<file path="config.mk">
export PLATFORM = sky130hd
export DESIGN_NAME = timer_status_interval
export DESIGN_NICKNAME = d
export VERILOG_FILES = /design/src/rtl/timer_pkg.sv /design/src/rtl/timer_status_interval.sv
export SDC_FILE = /design/constraint.sdc
export NUM_CORES = 1
export LEC_CHECK = 0
export BUFFER_PORTS_ARGS = -buffer_cell sky130_fd_sc_hd__buf_2
export CORE_MARGIN = 5
export CORE_UTILIZATION = 40
export CTS_CLUSTER_DIAMETER = 80
export DETAILED_ROUTE_END_ITERATION = 10
export GPL_TIMING_DRIVEN = 0
export PLACE_DENSITY_LB_ADDON = 0.1
export RECOVER_POWER = 100
export SETUP_SLACK_MARGIN = 0.4
export SYNTH_ARGS = -nofsm -noshare
export SYNTH_HDL_FRONTEND = slang
export SYNTH_SLANG_ARGS = --single-unit
</file>
<file path="constraint.sdc">
create_clock -name aclk -period 6.3 [get_ports aclk]
set_input_delay 0 -clock aclk [delete_from_list [all_inputs] [get_ports aclk]]
set_output_delay 0 -clock aclk [all_outputs]
set_load 0.005 [all_outputs]
</file>
<file path="src/rtl/timer_pkg.sv">
package timer_pkg;
    // ------------------------------------------------------------
    // geometry
    // ------------------------------------------------------------
    localparam int NCH = 3;
    localparam int CW = 16;
    localparam int NFLAG = 3;
    localparam int PRE_W = 8;
    localparam logic [CW-1:0] CNT_MAX = 16'hFFFF;
    localparam logic [CW-1:0] CNT_ZERO = 16'h0000;
    localparam logic [PRE_W-1:0] PRE_ZERO = 8'h00;
    localparam logic [PRE_W-1:0] PRE_DIV_DEF = 8'h04;
    // ------------------------------------------------------------
    // address map
    // ------------------------------------------------------------
    localparam logic [31:0] MAP_BASE = 32'hFFFFF1F0;
    localparam logic [31:0] MAP_SPAN = 32'h00000040;
    localparam logic [31:0] TIMER_CHAN_B_STATUS = 32'hFFFFF1F4;
    localparam logic [31:0] TIMER_CHAN_C_STATUS = 32'hFFFFF204;
    localparam logic [31:0] TIMER_CHAN_D_STATUS = 32'hFFFFF214;
    localparam logic [1:0] W_CTRL = 2'h0;
    localparam logic [1:0] W_STATUS = 2'h1;
    localparam logic [1:0] W_CMP0 = 2'h2;
    localparam logic [1:0] W_CMP1 = 2'h3;
    localparam logic [1:0] IRQ_BLK = 2'h3;
    localparam logic [1:0] W_IRQ_STATUS = 2'h0;
    localparam logic [1:0] W_IRQ_ENABLE = 2'h1;
    localparam logic [1:0] W_IRQ_CLEAR = 2'h2;
    // ------------------------------------------------------------
    // fields
    // ------------------------------------------------------------
    localparam int CTRL_RUN = 0;
    localparam int CTRL_INTERVAL = 1;
    localparam int F_CMP0 = 0;
    localparam int F_CMP1 = 1;
    localparam int F_OVF = 2;
    localparam logic [1:0] RESP_OKAY = 2'h0;
    localparam logic [1:0] RESP_SLVERR = 2'h2;

    typedef struct packed {
        logic awready;
        logic wready;
        logic bvalid;
        logic [1:0] bresp;
        logic arready;
        logic rvalid;
        logic [1:0] rresp;
        logic [31:0] rdata;
        logic aw_held;
        logic w_held;
        logic [31:0] waddr;
        logic [31:0] wdata;
        logic [3:0] wstrb;
        logic [PRE_W-1:0] pre_cnt;
        logic tick;
        logic [NCH-1:0] run;
        logic [NCH-1:0] interval;
        logic [NCH-1:0][CW-1:0] cnt;
        logic [NCH-1:0][CW-1:0] cmp0;
        logic [NCH-1:0][CW-1:0] cmp1;
        logic [NCH*NFLAG-1:0] flags;
        logic [NCH*NFLAG-1:0] irq_en;
        logic irq;
    } state_t;
endpackage : timer_pkg

</file>
<file path="src/rtl/timer_status_interval.sv">
// The AXI4-Lite slave port was left to the implementer.
`timescale 1ns/1ps
// What this block does
// - compare0 match sets status bit zero
// - compare1 match sets status bit one
// - counter overflow sets status bit two
// - interval mode period from compare register one
module timer_status_interval
    import timer_pkg::*;
#(
    parameter logic [PRE_W-1:0] PRESCALE_DIV = PRE_DIV_DEF
)
(
    input wire logic aclk,
    input wire logic aresetn,
    input wire logic ce,
    input wire logic [31:0] s_axi_awaddr,
    input wire logic s_axi_awvalid,
    output logic s_axi_awready,
    input wire logic [31:0] s_axi_wdata,
    input wire logic [3:0] s_axi_wstrb,
    input wire logic s_axi_wvalid,
    output logic s_axi_wready,
    output logic [1:0] s_axi_bresp,
    output logic s_axi_bvalid,
    input wire logic s_axi_bready,
    input wire logic [31:0] s_axi_araddr,
    input wire logic s_axi_arvalid,
    output logic s_axi_arready,
    output logic [31:0] s_axi_rdata,
    output logic [1:0] s_axi_rresp,
    output logic s_axi_rvalid,
    input wire logic s_axi_rready,
    output logic irq
);

    // ------------------------------------------------------------
    // address decode: {hit, block, word}
    // ------------------------------------------------------------
    function automatic logic [4:0] decode(input logic [31:0] a);
        logic [31:0] off;
        off = a - MAP_BASE;
        decode = {(a >= MAP_BASE) && (off < MAP_SPAN) && (a[1:0] == 2'h0),
                  off[5:4], off[3:2]};
    endfunction : decode

    state_t s;
    state_t n;

    // ------------------------------------------------------------
    // next state
    // ------------------------------------------------------------
    always_comb
    begin
        logic [4:0] wd;
        logic [4:0] rd;
        logic [NCH*NFLAG-1:0] ev;
        logic [NCH*NFLAG-1:0] clr;
        logic [CW-1:0] wv;
        int c;
        wd = decode(s.waddr);
        rd = decode(s_axi_araddr);
        ev = '0;
        clr = '0;
        wv = s.wdata[CW-1:0];
        c = 0;
        n = s;

        // prescaler output
        n.tick = (s.pre_cnt == PRESCALE_DIV - 8'h01);
        n.pre_cnt = n.tick ? PRE_ZERO : s.pre_cnt + 8'h01;

        // counters and match events
        for (int i = 0; i < NCH; i++)
        begin
            if (!s.run[i])
            begin
                n.cnt[i] = CNT_ZERO;
            end
            else if (s.tick)
            begin
                ev[i*NFLAG+F_CMP0] = (s.cnt[i] == s.cmp0[i]);
                ev[i*NFLAG+F_CMP1] = (s.cnt[i] == s.cmp1[i]);
                ev[i*NFLAG+F_OVF] = (s.cnt[i] == CNT_MAX);
                if (s.interval[i] && ev[i*NFLAG+F_CMP1])
                begin
                    n.cnt[i] = CNT_ZERO;
                end
                else
                begin
                    n.cnt[i] = s.cnt[i] + 16'h0001;
                end
            end
        end

        // write channels
        if (s.awready && s_axi_awvalid)
        begin
            n.aw_held = 1'b1;
            n.waddr = s_axi_awaddr;
        end
        if (s.wready && s_axi_wvalid)
        begin
            n.w_held = 1'b1;
            n.wdata = s_axi_wdata;
            n.wstrb = s_axi_wstrb;
        end
        if (s.bvalid && s_axi_bready)
        begin
            n.bvalid = 1'b0;
        end
        if (s.aw_held && s.w_held && !s.bvalid)
        begin
            n.aw_held = 1'b0;
            n.w_held = 1'b0;
            n.bvalid = 1'b1;
            n.bresp = RESP_SLVERR;
            c = int'(wd[3:2]);
            if (wd[4] && wd[3:2] == IRQ_BLK)
            begin
                if (wd[1:0] == W_IRQ_ENABLE)
                begin
                    n.bresp = RESP_OKAY;
                    if (s.wstrb[0])
                    begin
                        n.irq_en = s.wdata[NCH*NFLAG-1:0];
                    end
                end
                else if (wd[1:0] == W_IRQ_CLEAR)
                begin
                    n.bresp = RESP_OKAY;
                    if (s.wstrb[0])
                    begin
                        clr = s.wdata[NCH*NFLAG-1:0];
                    end
                end
            end
            else if (wd[4])
            begin
                n.bresp = RESP_OKAY;
                wv = s.cmp0[c];
                if (wd[1:0] == W_CMP1)
                begin
                    wv = s.cmp1[c];
                end
                if (s.wstrb[0])
                begin
                    wv[7:0] = s.wdata[7:0];
                end
                if (s.wstrb[1])
                begin
                    wv[15:8] = s.wdata[15:8];
                end
                case (wd[1:0])
                    W_CTRL:
                    begin
                        if (s.wstrb[0])
                        begin
                            n.run[c] = s.wdata[CTRL_RUN];
                            n.interval[c] = s.wdata[CTRL_INTERVAL];
                        end
                    end
                    W_CMP0: n.cmp0[c] = wv;
                    W_CMP1: n.cmp1[c] = wv;
                    default: n.bresp = RESP_SLVERR;
                endcase
            end
        end
        n.awready = !n.aw_held && !n.bvalid;
        n.wready = !n.w_held && !n.bvalid;

        // sticky flags, a new event beats a clear
        n.flags = (s.flags & ~clr) | ev;
        n.irq = |(n.flags & n.irq_en);

        // read channel
        if (s.rvalid && s_axi_rready)
        begin
            n.rvalid = 1'b0;
        end
        if (s.arready && s_axi_arvalid)
        begin
            n.rvalid = 1'b1;
            n.rdata = 32'h00000000;
            n.rresp = RESP_SLVERR;
            c = int'(rd[3:2]);
            if (rd[4] && rd[3:2] == IRQ_BLK)
            begin
                if (rd[1:0] == W_IRQ_STATUS)
                begin
                    n.rresp = RESP_OKAY;
                    n.rdata[NCH*NFLAG-1:0] = s.flags;
                end
                else if (rd[1:0] == W_IRQ_ENABLE)
                begin
                    n.rresp = RESP_OKAY;
                    n.rdata[NCH*NFLAG-1:0] = s.irq_en;
                end
            end
            else if (rd[4])
            begin
                n.rresp = RESP_OKAY;
                case (rd[1:0])
                    W_CTRL:
                    begin
                        n.rdata[CTRL_RUN] = s.run[c];
                        n.rdata[CTRL_INTERVAL] = s.interval[c];
                    end
                    W_STATUS: n.rdata[NFLAG-1:0] = s.flags[c*NFLAG +: NFLAG];
                    W_CMP0: n.rdata[CW-1:0] = s.cmp0[c];
                    default: n.rdata[CW-1:0] = s.cmp1[c];
                endcase
            end
        end
        n.arready = !n.rvalid;
    end

    // ------------------------------------------------------------
    // state register
    // ------------------------------------------------------------
    always_ff @(posedge aclk)
    begin
        if (!aresetn)
        begin
            s <= '0;
        end
        else if (ce)
        begin
            s <= n;
        end
    end

    assign s_axi_awready = s.awready;
    assign s_axi_wready = s.wready;
    assign s_axi_bvalid = s.bvalid;
    assign s_axi_bresp = s.bresp;
    assign s_axi_arready = s.arready;
    assign s_axi_rvalid = s.rvalid;
    assign s_axi_rresp = s.rresp;
    assign s_axi_rdata = s.rdata;
    assign irq = s.irq;

endmodule : timer_status_interval

</file>
==> flow_summary.yaml <==
final_layout:
  layout-drive-gt1-share: 0.1144
  number_of_antenna_repair_diodes: 0
  post_layout_nonfiller_instances: 2462
  footprint_of_the_multi_input_gates_mm2: 0.008583
  final_core_util: 0.4815
  synthToLayoutAreaGrowth_pct: 18.58
  ff_latch_area_mm2: 0.005065
  mostFrequentLayoutCell: "sky130_fd_sc_hd__nand2_1"
  mostFrequentLayoutCells: "sky130_fd_sc_hd__nand2_1 (296), sky130_fd_sc_hd__dfxtp_1 (253), sky130_fd_sc_hd__o21ai_0 (165), sky130_fd_sc_hd__clkbuf_1 (126), sky130_fd_sc_hd__buf_2 (100)"
  num-nets-final: 2101
  post_route_cell_area_mm2: 0.01713
  fillers: 3604
floorplanning:
  pin_count: 150
  die_height_um: 200.0
  core.rowCount: 69
  die_area_mm2: 0.04001
  fp.dieW_um: 200.0
  placeable_core_region_mm2: 0.03557
  floorplan.initialDensity: 0.4061
clock_network:
  post-cts-setup-buffers: 0
  cts-htree-levels: 1
  cts_tree: "done"
  inserted_clock_buffers: 29
  clockRootBuffer: "sky130_fd_sc_hd__clkbuf_16"
  worstSkewPairLatency_ns: 0.58
  clk_path_buf_depth: 3
  post_cts.resized_instances: 0
  worst_setup_hold_path_clk_slew_ns: 0.06
  clock_sink_count: 253
global_routing:
  number_of_antenna_violations_at_the_first_check_in_global_routing: 3
  gr-total-overflow: 0
  grt_pass1_vias: 12572
  grt_usage: 0.2547
  pin_count_of_the_biggest_net_entering_global_routing: 15
  grt_pass1_wl_mm: 78.02
placement:
  postPlaceCellArea_mm2: 0.01564
  place_worst_setup_slack_ns: 2.045
  routabilityCongestion: 0.9696
  dp_hpwl_mm: 40.27
  place.port_buffers: 111
  dpl.cell_count: 2350
power:
  worst_vdd_ir_uv: 240.8
  p_leak_nw: 6.185
  power.density_mw_per_mm2: 210.9
critical_path:
  timing.critical_path.fanout_max: 10
  critPathRequiredTime_ns: 6.76
  criticalPathCategory: "reg2reg"
  worstSetupStartpointType: "flop"
  critical_path.endpoint_type: "flop"
  crit_arrival_ns: 5.43
synthesis:
  yosysSeqAreaShare: 0.3507
  syn_area_per_cell_um2: 8.202
  dominantRegCellSynth: "sky130_fd_sc_hd__dfxtp_1"
  ys.warnings.count: 0
  asyncSetResetFlopFracSynth: 0
  ys_ff_latch: 253
  synth_cell_type_count: 64
  synthesis.instances: 1761
  syn-cell-area_mm2: 0.01444
  synth_edf_count: 0
routing:
  avgRoutedWirePerCell_um: 21.29
  routed_via_density: 5.489
  drt_pre_antenna_iters: 6
  drt.antenna.violating_nets: 0
  drt-total-wl_mm: 52.41
  dr_total_vias: 13515
  starting_drt_drc_count: 1156
  drc_errors: 0
sta:
  setup_tns_ns: 0
  timing.max_slew.rel_slack: 0.06687
  final_min_period_over_clock_period: 0.7888
  final.min_clock_period_ns: 4.969
  final-hold-violation-count: 0
  setup-violations-final: 0
  max_freq_mhz: 201.2
  number_of_pins_with_negative_max_slew_slack_in_the_final_report: 0
  worst_slack_ns: 1.331
  final.setup_skew_ns: 0.01898
  setup_repair_after_global_routing_missed_its_margin: "false"
  worst_slew_pin_slew_ns: 1.385
outcome:
  outcome: "finished, final reports clean"
worst_hold_path:
  hold_path_class: "in2reg"
flow_run:
  drv.max_cap_violation_count: 0
## report_power, final
| group | switching, mW | internal [mW] | total, mW |
|---|---|---|---|
| clock network | 0.714 | 1.01 | 1.72 |
| registers | 0.0171 | 1.61 | 1.63 |
| logic | 0.151 | 0.108 | 0.259 |
## Yosys cell counts (all sizes together), types with 10 or more instances
cell type	count	share of area
nand3	49	0.018
mux4	29	0.045
buf	61	0.027
mux2i	68	0.047
a22oi	10	0.0052
nor2b	31	0.013
nand4	58	0.026
xor2	65	0.039
nor2	77	0.021
inv	26	0.0068
dfxtp	253	0.35
a31oi	15	0.0065
clkbuf	92	0.024
and3	21	0.0091
nand2	296	0.077
a21boi	79	0.041
xnor2	74	0.045
o21ai	174	0.060
nor4	18	0.0078
nor3	13	0.0045
mux2	10	0.0081
and2	118	0.051
ha	14	0.012
a21oi	26	0.0090
## stage by stage
step           power, mW  hold slack [ns]
2_1_floorplan      1.793           0.1449
3_3_place_gp       1.895           0.2516
3_5_place_dp       1.897           0.2583
4_1_cts            3.643           0.1098
5_1_grt            3.734           0.1848
6_report           3.612          0.09996
## layout make-up
type | count | share of cell area
flip-flops and latches | 253 | 0.2957
multi-input cells | 1346 | 0.5011
well taps | 461 | 0.03368
plain buffers | 153 | 0.04222
repair buffers | 170 | 0.06553
clock inverters | 11 | 0.006721
inverters | 26 | 0.005698
clock buffers | 42 | 0.04931
## what timing repair did
item | in CTS | in global routing
hold buffers | 59 | 0
setup endpoints to repair | 0 | 0
endpoints found under the hold margin | 57 | 0
## cell families (layout without fill, tap and decap cells)
group / count (synthesis) / after routing / share of synthesized area
buffers and inverters: 179 / 402 / 0.05813
and+or+nand+nor: 723 / 723 / 0.2489
adders and majority gates: 14 / 14 / 0.01213
xor gates and xnor gates: 139 / 139 / 0.08429
AOI/OAI and AO/OA: 345 / 345 / 0.1453
muxes: 107 / 107 / 0.1004
other: 1 / 18 / 0.0002596
DFF: 253 / 253 / 0.3507
## routing by layer
layer | vias to the layer above | global-route usage | share of wire
li1 | 6473 | - | -
met1 | 6490 | 0.3686 | 0.46
met2 | 490 | 0.4102 | 0.45
met4 | 0 | 0.06063 | 0.025
met5 | - | 0 | 0
met3 | 62 | 0.02786 | 0.063
## critical path, stage by stage, from the launching register on
cell and delay [ns]:
sky130_fd_sc_hd__dfxtp_1 0.46, sky130_fd_sc_hd__clkbuf_1 0.53, sky130_fd_sc_hd__clkbuf_1 0.64, sky130_fd_sc_hd__inv_1 0.17, sky130_fd_sc_hd__ha_1 0.32, sky130_fd_sc_hd__clkbuf_1 0.53
sky130_fd_sc_hd__buf_2 0.47, sky130_fd_sc_hd__mux4_2 0.61, sky130_fd_sc_hd__nand2_1 0.09, sky130_fd_sc_hd__o21ai_1 0.07, sky130_fd_sc_hd__mux2i_1 0.58, sky130_fd_sc_hd__o21ai_0 0.19
sky130_fd_sc_hd__and2_0 0.18
## path summary, 6_finish.rpt
path	start	endpoint	slack [ns]	cells past startpoint
max	s[218]	s[58]	1.33	12
min	aresetn	s[218]	0.1	3
max reg2reg	s[218]	s[58]	1.33	12
min reg2reg	s[235]	s[235]	0.48	2
## flip-flops by register name (all words and copies together) (netlist names)
| name | count |
|---|---|
| s_axi_bvalid | 1 |
| s_axi_wready | 1 |
| irq | 1 |
| s_axi_rresp | 1 |
| s_axi_rdata | 16 |
| s | 229 |
| s_axi_awready | 1 |
| s_axi_rvalid | 1 |
| s_axi_arready | 1 |
| s_axi_bresp | 1 |
Power figures use the tool's default switching activity.
